===== config.mk =====
export PLATFORM = sky130hd
export DESIGN_NAME = counter_array_module_mode
export DESIGN_NICKNAME = d
export VERILOG_FILES = /design/src/counter_array_module_mode.v /design/src/ccm_channel.v
export VERILOG_INCLUDE_DIRS = /design/src
export SDC_FILE = /design/constraint.sdc
export NUM_CORES = 1
export LEC_CHECK = 0
export ABC_AREA = 1
export BUFFER_PORTS_ARGS = -buffer_cell sky130_fd_sc_hd__buf_4
export CORE_ASPECT_RATIO = 0.8
export CORE_UTILIZATION = 65
export DETAILED_ROUTE_END_ITERATION = 7
export MAX_ROUTING_LAYER = met4
export PLACE_DENSITY = 0.9
export SETUP_SLACK_MARGIN = 0.15
export SYNTH_ARGS = -nofsm -noshare
export SYNTH_HDL_FRONTEND = slang
export SYNTH_SLANG_ARGS = --single-unit

===== constraint.sdc =====
create_clock -name pclk -period 5.1 [get_ports pclk]
set_input_delay 0.255 -clock pclk [delete_from_list [all_inputs] [get_ports pclk]]
set_output_delay 0.255 -clock pclk [all_outputs]
set_load 0.01 [all_outputs]

===== src/ccm_defines.vh =====
`ifndef CCM_DEFINES_VH
`define CCM_DEFINES_VH

// Register indices; the byte address on the bus is four times the index.
`define IDX_GMODE 10'h0D9
`define IDX_MODE0 10'h0DA
`define IDX_MODE1 10'h0DB
`define IDX_MODE2 10'h0DC
`define IDX_MODE3 10'h0DD
`define IDX_MODE4 10'h0DE
`define IDX_MODE5 10'h0CE
`define IDX_CC0 10'h040
`define IDX_COUNT 10'h048
`define IDX_STAT 10'h050
`define IDX_MASK 10'h051

// Module mode register fields.
`define MB_WIDE 7
`define MB_CMP 6
`define MB_RISE 5
`define MB_FALL 4
`define MB_MATCH 3
`define MB_TOG 2
`define MB_PWM 1
`define MB_ECCF 0

// Global mode register fields and writable bits.
`define GB_IDLE 7
`define GB_WDT 6
`define GB_OVF 0
`define GMODE_WMASK 8'hC1

// Status bit of the counter overflow event.
`define STAT_OVF 7

// Reset values and the counter top value.
`define MODE_RST 8'h00
`define GMODE_RST 8'h00
`define CC_RST 16'h0000
`define STAT_RST 8'h00
`define MASK_RST 8'h00
`define COUNT_MAX 16'hFFFF

`endif


===== src/counter_array_module_mode.v =====
// What this block does
// [RULE1] While the watchdog bit is set, a write to the global mode register only clears that bit, and only if its bit 6 is 0.
// [RULE2] With PWM on, mode bit 7 picks 8-bit (0) or 16-bit (1) resolution.
// [RULE3] Mode bit 6 enables the module comparator; clear disables it.
// [RULE4] Six 8-bit read/write module mode registers, modules 0 to 5, reset to zero.
// [RULE5] Mode bit 5 captures on rising pin edge, bit 4 on falling edge.
// [RULE6] With match enabled, counter equal to compare value sets the module flag.
// [RULE7] Toggle and PWM both set make the module a frequency output.
// [RULE8] PWM enabled drives a PWM waveform, 8-bit when the wide select is clear.
// [RULE9] Idle-control bit set halts the counter array while the processor idles.
//
// Design decision made here: register access over APB.
`timescale 1ns/1ps
`include "ccm_defines.vh"

module counter_array_module_mode #(
	parameter NCH = 6,
	parameter CW = 16
) (
	input wire pclk,
	input wire presetn,
	input wire psel,
	input wire penable,
	input wire pwrite,
	input wire [11:0] paddr,
	input wire [31:0] pwdata,
	output reg [31:0] prdata,
	output reg pready,
	output reg pslverr,
	input wire cpu_idle,
	input wire [NCH-1:0] module_io_pin_in,
	output wire [NCH-1:0] module_io_pin_out,
	output reg [NCH-1:0] module_io_pin_oe,
	output reg irq
);

// Maps a module number to its mode register index.
function [9:0] mode_idx;
	input integer n;
	begin
		case (n)
			0: mode_idx = `IDX_MODE0;
			1: mode_idx = `IDX_MODE1;
			2: mode_idx = `IDX_MODE2;
			3: mode_idx = `IDX_MODE3;
			4: mode_idx = `IDX_MODE4;
			default: mode_idx = `IDX_MODE5;
		endcase
	end
endfunction

wire [9:0] idx;
wire setup;
wire wr_go;
wire run;
wire ovf;
reg [7:0] gmode_q;
reg [7:0] gmode_d;
reg [CW-1:0] count_q;
reg [7:0] stat_q;
reg [7:0] mask_q;
reg [7:0] stat_set;
reg [31:0] rdata_d;
reg hit_d;
reg [8*NCH-1:0] mode_q;
reg [CW*NCH-1:0] cc_q;
reg [NCH-1:0] sync1_q;
reg [NCH-1:0] sync2_q;
wire [CW*NCH-1:0] cap_val;
wire [NCH-1:0] cap_stb;
wire [NCH-1:0] evt;

assign idx = paddr[11:2];
assign setup = psel & ~penable;
// A write lands on the first access edge, where pready is already high.
assign wr_go = psel & penable & pready & pwrite;
// Counter array stops while idle if the idle-control bit asks for it.
assign run = ~(gmode_q[`GB_IDLE] & cpu_idle); // [RULE9]
assign ovf = run & (count_q == `COUNT_MAX);

// Pin inputs pass two flip-flops before the channels look at them.
always @(posedge pclk or negedge presetn)
begin
	if (!presetn)
	begin
		sync1_q <= {NCH{1'b0}};
		sync2_q <= {NCH{1'b0}};
	end
	else
	begin
		sync1_q <= module_io_pin_in;
		sync2_q <= sync1_q;
	end
end

// Free-running array counter, frozen while halted in idle.
always @(posedge pclk or negedge presetn)
begin
	if (!presetn)
		count_q <= {CW{1'b0}};
	else if (run)
		count_q <= count_q + 1'b1; // [RULE9]
end

// Per-module mode and compare/capture registers plus channel logic.
genvar g;
generate
	for (g = 0; g < NCH; g = g + 1)
	begin : gen_ch
		always @(posedge pclk or negedge presetn)
		begin
			if (!presetn)
			begin
				mode_q[8*g +: 8] <= `MODE_RST; // [RULE4]
				cc_q[CW*g +: CW] <= `CC_RST;
				module_io_pin_oe[g] <= 1'b0;
			end
			else
			begin
				if (wr_go && idx == mode_idx(g))
					mode_q[8*g +: 8] <= pwdata[7:0]; // [RULE4]
				if (cap_stb[g])
					cc_q[CW*g +: CW] <= cap_val[CW*g +: CW];
				else if (wr_go && idx == `IDX_CC0 + g)
					cc_q[CW*g +: CW] <= pwdata[CW-1:0];
				module_io_pin_oe[g] <= mode_q[8*g+`MB_CMP] &
					(mode_q[8*g+`MB_PWM] | mode_q[8*g+`MB_TOG]);
			end
		end

		ccm_channel #(
			.W(CW)
		) u_ch (
			.clk(pclk),
			.rstn(presetn),
			.mode(mode_q[8*g +: 8]),
			.count(count_q),
			.cmp(cc_q[CW*g +: CW]),
			.pin_s(sync2_q[g]),
			.run(run),
			.cap_val_q(cap_val[CW*g +: CW]),
			.cap_stb_q(cap_stb[g]),
			.evt_q(evt[g]),
			.out_q(module_io_pin_out[g])
		);
	end
endgenerate

// Global mode next value; while the watchdog bit is set a write can only clear that bit.
always @*
begin
	gmode_d = gmode_q;
	if (wr_go && idx == `IDX_GMODE)
	begin
		if (!gmode_q[`GB_WDT])
			gmode_d = pwdata[7:0] & `GMODE_WMASK;
		else if (!pwdata[`GB_WDT])
			gmode_d[`GB_WDT] = 1'b0; // [RULE1]
	end
end

always @(posedge pclk or negedge presetn)
begin
	if (!presetn)
		gmode_q <= `GMODE_RST;
	else
		gmode_q <= gmode_d; // [RULE1]
end

// Events that set sticky status bits.
always @*
begin
	stat_set = 8'h00;
	stat_set[NCH-1:0] = evt; // [RULE6]
	stat_set[`STAT_OVF] = ovf;
end

// Status is write-one-to-clear; a new event in the same cycle wins.
always @(posedge pclk or negedge presetn)
begin
	if (!presetn)
	begin
		stat_q <= `STAT_RST;
		mask_q <= `MASK_RST;
		irq <= 1'b0;
	end
	else
	begin
		if (wr_go && idx == `IDX_STAT)
			stat_q <= (stat_q & ~pwdata[7:0]) | stat_set;
		else
			stat_q <= stat_q | stat_set; // [RULE6]
		if (wr_go && idx == `IDX_MASK)
			mask_q <= pwdata[7:0];
		irq <= |(stat_q & mask_q);
	end
end

// Read data and address decode, evaluated in the setup cycle.
always @*
begin : rd_mux
	integer i;
	rdata_d = 32'h0000_0000;
	hit_d = 1'b0;
	for (i = 0; i < NCH; i = i + 1)
	begin
		if (idx == mode_idx(i))
		begin
			rdata_d[7:0] = mode_q[8*i +: 8];
			hit_d = 1'b1;
		end
		if (idx == `IDX_CC0 + i)
		begin
			rdata_d[CW-1:0] = cc_q[CW*i +: CW];
			hit_d = 1'b1;
		end
	end
	case (idx)
		`IDX_GMODE:
		begin
			rdata_d[7:0] = gmode_q;
			hit_d = 1'b1;
		end
		`IDX_COUNT:
		begin
			rdata_d[CW-1:0] = count_q;
			hit_d = 1'b1;
		end
		`IDX_STAT:
		begin
			rdata_d[7:0] = stat_q;
			hit_d = 1'b1;
		end
		`IDX_MASK:
		begin
			rdata_d[7:0] = mask_q;
			hit_d = 1'b1;
		end
		default:
		begin
			rdata_d = rdata_d;
		end
	endcase
end

// APB answer: ready in the first access cycle, no wait states.
always @(posedge pclk or negedge presetn)
begin
	if (!presetn)
	begin
		pready <= 1'b0;
		pslverr <= 1'b0;
		prdata <= 32'h0000_0000;
	end
	else if (setup)
	begin
		pready <= 1'b1;
		pslverr <= ~hit_d;
		prdata <= pwrite ? 32'h0000_0000 : rdata_d;
	end
	else
	begin
		pready <= 1'b0;
		pslverr <= 1'b0;
	end
end

endmodule // counter_array_module_mode


===== src/ccm_channel.v =====
`timescale 1ns/1ps
`include "ccm_defines.vh"

module ccm_channel #(
	parameter W = 16
) (
	input wire clk,
	input wire rstn,
	input wire [7:0] mode,
	input wire [W-1:0] count,
	input wire [W-1:0] cmp,
	input wire pin_s,
	input wire run,
	output reg [W-1:0] cap_val_q,
	output reg cap_stb_q,
	output reg evt_q,
	output reg out_q
);

reg pin_prev_q;
wire rise;
wire fall;
wire cap_hit;
wire match_full;
wire match_low;
wire cmp_on;
reg out_d;

// Edge detection on the synchronised pin and comparator matches.
assign rise = pin_s & ~pin_prev_q;
assign fall = ~pin_s & pin_prev_q;
assign cap_hit = (rise & mode[`MB_RISE]) | (fall & mode[`MB_FALL]); // [RULE5]
assign match_full = run & (count == cmp);
assign match_low = run & (count[7:0] == cmp[7:0]);
assign cmp_on = mode[`MB_CMP]; // [RULE3]

// Output pin: frequency output, PWM, toggle, else hold.
always @*
begin
	out_d = out_q;
	if (cmp_on & mode[`MB_PWM] & mode[`MB_TOG])
	begin
		if (match_low)
			out_d = ~out_q; // [RULE7]
	end
	else if (cmp_on & mode[`MB_PWM])
	begin
		if (mode[`MB_WIDE])
			out_d = (count < cmp); // [RULE2]
		else
			out_d = (count[7:0] < cmp[W-1:W-8]); // [RULE8]
	end
	else if (cmp_on & mode[`MB_TOG] & match_full)
		out_d = ~out_q;
end

// Capture, event pulse and pin state registers.
always @(posedge clk or negedge rstn)
begin
	if (!rstn)
	begin
		pin_prev_q <= 1'b0;
		cap_val_q <= {W{1'b0}};
		cap_stb_q <= 1'b0;
		evt_q <= 1'b0;
		out_q <= 1'b0;
	end
	else
	begin
		pin_prev_q <= pin_s;
		cap_stb_q <= cap_hit;
		if (cap_hit)
			cap_val_q <= count; // [RULE5]
		evt_q <= cap_hit | (cmp_on & mode[`MB_MATCH] & match_full); // [RULE6]
		out_q <= out_d;
	end
end

endmodule // ccm_channel


Word-level counts from Yosys, hierarchy flattened. Cells that the tools add are included.

Add/sub/neg operators: 1. Equal/unequal tests: 35. Reduce and logical (&&, ||, !) cells: 36. Multiplexer cells: 75. Bitwise logic cells: 129. $lt $le $gt $ge: 12.

Operators by type and width (number): $mux W16 (19); $eq A16 B16 Y1 (6); $lt A16 B16 Y1 (6); $eq A10 B7 Y1 const B (9); $and A1 B1 Y1 (84); $eq A10 B8 Y1 const B (7); $mux W8 (8); $eq A8 B8 Y1 (6); $lt A8 B8 Y1 (6); $mux W1 (47); $pmux W8 S4 (1); $not A1 Y1 (22); $or A1 B1 Y1 (18); $reduce_bool A3 Y1 (6); $add A16 B1 Y16 const B (1); $and A8 B8 Y8 (2); $eq A16 B16 Y1 const B (1); $or A8 B8 Y8 (2); $logic_and A1 B1 Y1 (15); $reduce_and A2 Y1 (7); $ne A2 B1 Y1 const B (6); $reduce_bool A2 Y1 (6); $not A8 Y8 (1); $reduce_or A8 Y1 (1); $reduce_or A4 Y1 (1).

Output and inout bits: 47. Input bits: 56. Logic and storage cells: 347. Flip-flop bits (word level): 352.

Logic depth before layout (Yosys ltp). Gate-level depths: netlist of the first run.

Word-level depth: 16. Mapped depth: 17.

Hierarchy. A second synthesis of the first run with hierarchy kept.

Cells, all modules: 2414. Area total of the unflattened synthesis: 18941.9 um2.

By module, submodules not included: counter_array_module_mode (cells an instance 1262, instances 1, area each 10496.3 um2); ccm_channel (cells an instance 192, instances 6, area each 1407.6 um2).

Worst setup path after synthesis of the first run. No wires, ideal clock.

Path kind: register -> register. Start point: reg count_q[0]. End point: reg gen_ch[3].u_ch.out_q. Arrival: 1.900 ns. Setup time: 0.077 ns. Required time: 5.023 ns. Stages on the path, launching flop included: 10. Slack: 3.122 ns. Buffers on the path: 1. Path through: dfrtp_1 > inv_1 > clkbuf_1 > ha_1 > nand2_1 > nor3_1 > nand3_1 > a221oi_1 > nor2_1 > a21oi_1.

Cells in the longest elaborated chain, start to end: 5. Elaborated cells between the ends (all ways): 13. Those cells by class: 2 x order compare; 3 x eq/ne; 3 x mux; 3 x bitwise; 2 x reduce/logical.

RTL lines: start, declared (RTL line counter_array_module_mode.v:59) `reg [CW-1:0] count_q;`; start signal, assigned (RTL line counter_array_module_mode.v:100) `count_q <= {CW{1'b0}};`; start signal, assigned (RTL line counter_array_module_mode.v:102) `count_q <= count_q + 1'b1;`; branches (longest 5 deep; another with $lt A16 B16 Y1); end signal, assigned (RTL line ccm_channel.v:75) `out_q <= out_d;`; end, declared (RTL line ccm_channel.v:17) `output reg out_q`.

Parallel ways; which one is timed is not known. A chain may end at the register's enable or synchronous reset.

Worst setup path in the final report of the first run.
Start point: in penable. End point: reg prdata[1].

Cells in the longest elaborated chain, start to end: 2.

RTL lines: start, declared (RTL line counter_array_module_mode.v:23) `input wire penable,`; $not A1 Y1 (RTL line counter_array_module_mode.v:74) `assign setup = psel & ~penable;`; $and A1 B1 Y1 (RTL line counter_array_module_mode.v:74); named net setup (RTL line counter_array_module_mode.v:53) `wire setup;`; end signal, assigned (RTL line counter_array_module_mode.v:259) `prdata <= pwrite ? 32'h0000_0000 : rdata_d;`; end, declared (RTL line counter_array_module_mode.v:27) `output reg [31:0] prdata,`.

The timed path passes the listed nets, and every way through them passes these cells.

==> results of run 1 <==
-- timing repair --
action,in CTS,in global routing
setup endpoints to repair,0,0
hold buffers,10,0
buffers inserted,0,0
endpoints found under the hold margin,66,0
-- sequential cells by signal (all words and copies together), names as in the netlist --
| register | flops |
|---|---|
| gen_ch.u_ch.cap_val_q | 96 |
| stat_q | 8 |
| cc_q | 96 |
| gen_ch.u_ch.out_q | 6 |
| sync2_q | 6 |
| irq | 1 |
| gmode_q | 3 |
| pready | 1 |
| count_q | 16 |
| gen_ch.u_ch.evt_q | 6 |
| gen_ch.u_ch.pin_prev_q | 6 |
| mask_q | 8 |
| prdata | 16 |
| module_io_pin_oe | 6 |
| sync1_q | 6 |
| pslverr | 1 |
| mode_q | 48 |
| gen_ch.u_ch.cap_stb_q | 6 |
-- cell families (layout without fill, tap and decap cells) --
family	count (synthesis)	count (layout)	share of synthesized area
other cells	1	18	0.000202
compound gates	603	603	0.189
fa+ha+maj	139	139	0.0936
xor+xnor	15	15	0.00707
buf+inv	385	434	0.0841
simple gates	770	770	0.174
flops	336	336	0.452
-- how the worst max path moves through the flow --
stage                     from                    to  cells past startpoint
floorplan           count_q[0]  gen_ch[3].u_ch.out_q                      9
global placement      paddr[9]              cc_q[80]                     12
detailed placement        psel             prdata[3]                      9
CTS                    penable             prdata[1]                      9
global route           penable             prdata[2]                      9
finish                 penable             prdata[1]                      9
-- metal layers --
layer / up-vias / part of all wire / track usage / wire, um
met2: 1065 / 0.42 / 0.581 / 24700
met1: 8091 / 0.41 / 0.605 / 24600
met3: 208 / 0.12 / 0.0930 / 7260
met5: - / 0 / - / 0
met4: 0 / 0.048 / 0.184 / 2840
li1: 7645 / - / - / -
-- power breakdown --
part,switching (mW),internal [mW],total [mW]
Sequential,0.232,2.97,3.20
Clock,1.09,1.64,2.73
Combinational,1.25,0.628,1.88
-- cell type report --
cell class,instances,area share
multi-input combinational,1543,0.422
clock buffer,50,0.0493
sequential,336,0.409
timing repair buffer,98,0.0380
inverter,275,0.0502
clock inverter,11,0.00912
antenna,2,0.000243
tap,364,0.0221
-- Yosys cell counts (all sizes together), types with 15 or more instances --
master | count | share of area
xor2 | 15 | 0.0071
dfrtp | 336 | 0.45
buf | 46 | 0.016
nand2 | 546 | 0.11
o21ai | 326 | 0.088
nand3 | 64 | 0.017
nor3 | 17 | 0.0055
ha | 139 | 0.094
nor2 | 96 | 0.023
o211ai | 104 | 0.042
inv | 273 | 0.055
a21oi | 86 | 0.023
clkbuf | 64 | 0.013
nand4 | 39 | 0.013
-- worst reg2reg max path, delay by kind of cell (launching register included) --
| kind | cells | cell delay, ns |
|---|---|---|
| and+or+nand+nor | 5 | 1.32 |
| xor gates and xnor gates | 1 | 0.16 |
| DFF | 1 | 1.10 |
| buffers and inverters | 1 | 0.54 |
-- stage by stage --
stage                     total power, mW  setup slack, ns  hold slack [ns]  instance area (um^2)  cells
after floorplan                      4.32             3.12          -0.0406                 18600   2264
after global placement               4.90             2.20            0.206                 19300   2606
after detailed placement             5.02             2.09            0.213                 19300   2606
after CTS                            7.73             2.04           0.0388                 20600   2677
after global routing                 8.12             1.82           0.0649                 20600   2679
final                                7.81             1.83           0.0545                 20600   2679
==> results.yml, run 1 <==
clock_network:
  clock-sinks: 336
  cts-root-buf: "clkbuf_16"
  cts.reportedPaths.clkPinSlew_ns: 0.06
  clock_latency_ns: 0.54
  cts_made_buffers: 35
  tritoncts: "done"
  cts_resized: 0
  htree_levels: 2
  max-clock-path-buffers: 3
sta:
  finalCritPeriodShare: 0.640
  fin_tns_setup_ns: 0
  relSlewSlack: 0.156
  fmax_mhz: 306
  hold_viol_final: 0
  setup_viol: 0
  period_needed_ns: 3.27
  rsz0062_at_grt: "false"
  tightest_slew_ns: 1.27
  clock_skew_ns: 0.0159
  slew_viol_final: 0
global_route:
  overflow: 0
  grt_pass1_wl_um: 90500
  antenna_found_initial: 2
  grt_use_total: 0.425
  grt_pass1_vias: 15800
  grt_start_max_net_pins: 155
setup_path:
  rr_startpoint: "count_q[1]"
  endpoint_kind: "flop"
  required_ns: 5.56
  cp_cell_sequence: "dlygate4sd3_1 > buf_4 > nor2_1 > clkinv_1 > nor2_1 > inv_1 > a21oi_1 > nand2_1 > nand2_1"
  critPathSlowestCell: "nor2_1"
  cpPeakStageDelay_ns: 1.17
  timing.rr.end: "count_q[15]"
  path_max_fanout: 17
  cp_top_family: "buffers and inverters"
  worst-path-buf-inv: 4
  rr_worst_depth: 7
  start_kind: "primary input"
  arrival_ns: 3.73
  ff2ff_setup_slack_ns: 1.91
  critPathKind: "primary input to flop"
hold_path:
  min_path_type: "primary input to flop"
  min_delay_path_depth: 3
  min_to: "pready"
  min_from: "psel"
synth:
  ys_seq_area_frac: 0.452
  netlist_instances: 2249
  synthFlopType: "dfrtp_1"
  avgSynthCellArea_um2: 8.27
  synth_warnings: 0
  async_flop_share: 1.00
  syn_area_um2: 18600
  synth-edff-count: 0
  synth_seq_cells: 336
  ys_types: 47
route:
  drt-total-wl_um: 59500
  wl_per_cell_um: 22.2
  route.detailed.drc: 0
  ant_nets: 0
  num_vias: 17000
  drt_iter0_markers: 2218
  avgViaCountPerCell: 6.35
  dr.pass1.iters: 6
floorplanning:
  die_h_um: 153
  start_util: 0.671
  core_area_um2: 27700
  floorplan.die_area_um2: 29300
  ioPinCount: 103
  dieWidth_um: 191
  rows: 54
layout:
  areaGrowthSynthToFinish_pct: 10.7
  nNetsFinal: 2484
  regArea_um2: 8410
  final_common_cell: "nand2_1"
  drive_above_1_share: 0.0791
  fin_util: 0.743
  final_cell_mix: "nand2_1, dfrtp_1, o21ai_0, inv_1, ha_1"
  fill_cells: 2061
  multi_input_area_um2: 8690
placed_design:
  hpwlAfterDp_um: 41400
  io_buffers: 68
  gp_congestion: 1.05
pwr:
  vdd_ir_drop_max_mv: 0.353
  power.static_leakage_nw: 10.0
  power_density_nw_per_um2: 380
flow_run:
  maxCapViolCount: 0
status:
  outcome: "complete, no violations"
(Power assumes the default switching activity.)
==> run 2: changes to the inputs <==
- CORE_UTILIZATION: 65 -> 56
- PLACE_DENSITY: 0.9 -> 0.83
- clock period: 5.1 -> 2.7 ns (I/O delays scaled with it)
==> results.yml, run 2 (synthesis results as in run 1) <==
status:
  outcome: "complete, no violations"
floorplanning:
  start_util: 0.570
  rows: 59
  die_h_um: 165
  core_area_um2: 32600
  floorplan.die_area_um2: 33900
  ioPinCount: 103
  dieWidth_um: 206
setup_path:
  endpoint_kind: "flop"
  path_max_fanout: 6
  rr_startpoint: "count_q[1]"
  start_kind: "flop"
  rr_worst_depth: 8
  required_ns: 3.16
  ff2ff_setup_slack_ns: 0.21
  timing.rr.end: "count_q[15]"
  arrival_ns: 2.94
  critPathKind: "flop to flop"
global_route:
  grt_start_max_net_pins: 86
  antenna_found_initial: 0
  grt_pass1_wl_um: 90900
  overflow: 0
  grt_use_total: 0.372
  grt_pass1_vias: 15600
placed_design:
  hpwlAfterDp_um: 43900
  io_buffers: 68
  gp_congestion: 0.991
  place_inst: 2723
clock_network:
  max-clock-path-buffers: 3
  htree_levels: 2
  clock_latency_ns: 0.54
  cts_made_buffers: 36
  clock-sinks: 336
  tritoncts: "done"
  cts-root-buf: "clkbuf_16"
  cts.reportedPaths.clkPinSlew_ns: 0.06
layout:
  final_cell_mix: "nand2_1, dfrtp_1, o21ai_0, inv_1, ha_1"
  nNetsFinal: 2542
  layoutNonFillerInstCount: 2800
  top_regs: "cc_q (96), gen_ch.u_ch.cap_val_q (96), mode_q (48)"
  drive_above_1_share: 0.102
  areaGrowthSynthToFinish_pct: 13.8
  final_common_cell: "nand2_1"
sta:
  finalCritPeriodShare: 0.921
  tightest_slew_ns: 0.994
  relSlewSlack: 0.337
  clock_skew_ns: 0.0171
  rsz0062_at_grt: "false"
  setup_viol: 0
  slew_viol_final: 0
  fin_tns_setup_ns: 0
  hold_viol_final: 0
  fmax_mhz: 402
  period_needed_ns: 2.49
hold_path:
  min_delay_path_depth: 5
  min_to: "cc_q[41]"
  min_path_type: "primary input to flop"
  min_from: "pwdata[9]"
route:
  num_vias: 16700
  avgViaCountPerCell: 5.97
  drt_iter0_markers: 1681
  ant_nets: 0
  drt-total-wl_um: 60100
  route.detailed.drc: 0
  wl_per_cell_um: 21.5
  dr.pass1.iters: 5
pwr:
  power_density_nw_per_um2: 706
  power.static_leakage_nw: 10.3
  vdd_ir_drop_max_mv: 0.419
flow_run:
  maxCapViolCount: 0
## run 2: worst max path at each step
stage | from | slack (ns) | endpoint | cells past startpoint
2_1_floorplan | count_q[0] | 0.72 | gen_ch[3].u_ch.out_q | 9
3_3_place_gp | count_q[9] | 0.37 | stat_q[7] | 7
3_5_place_dp | count_q[2] | 0.25 | count_q[15] | 7
4_1_cts | count_q[2] | 0.21 | count_q[15] | 7
5_1_grt | count_q[1] | 0.15 | count_q[15] | 8
6_report | count_q[1] | 0.21 | count_q[15] | 8
## run 2: final cells by class
cell class                 count  area (um^2)
fill                        2728        11500
multi-input combinational   1543         8690
sequential                   336         8410
timing repair buffer         155         1270
clock buffer                  54         1070
inverter                     275         1030
tap                          427          534
clock inverter                 9          150
antenna                        1         2.50
## run 2: report_power, final
group	switching [mW]	internal [mW]	leakage, nW
logic	2.29	1.35	5.47
registers	0.508	5.61	4.28
clock network	2.07	3.12	0.593
## run 2: what timing repair did
action,4_1_cts,5_1_grt
buffers inserted,0,0
hold buffers,13,0
resized for setup,0,2
hold endpoints to repair,356,0
endpoints found under the setup margin,0,2
## run 2: worst max-delay path, cell delays in order (launching register included)
cell	delay, ns
dfrtp_1	0.58
buf_4	0.24
inv_1	0.08
nor4_4	0.38
nand4_1	0.24
nor2_1	0.27
nand3_1	0.17
nor3_1	0.26
xor2_1	0.18
## run 2: per-stage QoR
stage / hold WS, ns / power (mW) / util / area [um^2] / setup WS (ns)
floorplan: -0.161 / 8.17 / - / 18600 / 0.722
global placement: 0.0404 / 9.52 / 0.607 / 19800 / 0.371
detailed placement: 0.0431 / 9.69 / 0.607 / 19800 / 0.248
CTS: 0.0369 / 14.9 / 0.648 / 21100 / 0.213
global route: 0.0943 / 15.6 / 0.648 / 21200 / 0.155
finish: 0.0633 / 14.9 / 0.648 / 21200 / 0.213
## run 2: routing by layer
metal,GRT usage,vias up,wire length [um],share of wire
met4,0.121,0,1820,0.030
met5,-,-,0,0
met1,0.521,7982,25800,0.43
li1,-,7743,-,-
met3,0.0892,129,7170,0.12
met2,0.528,859,25300,0.42
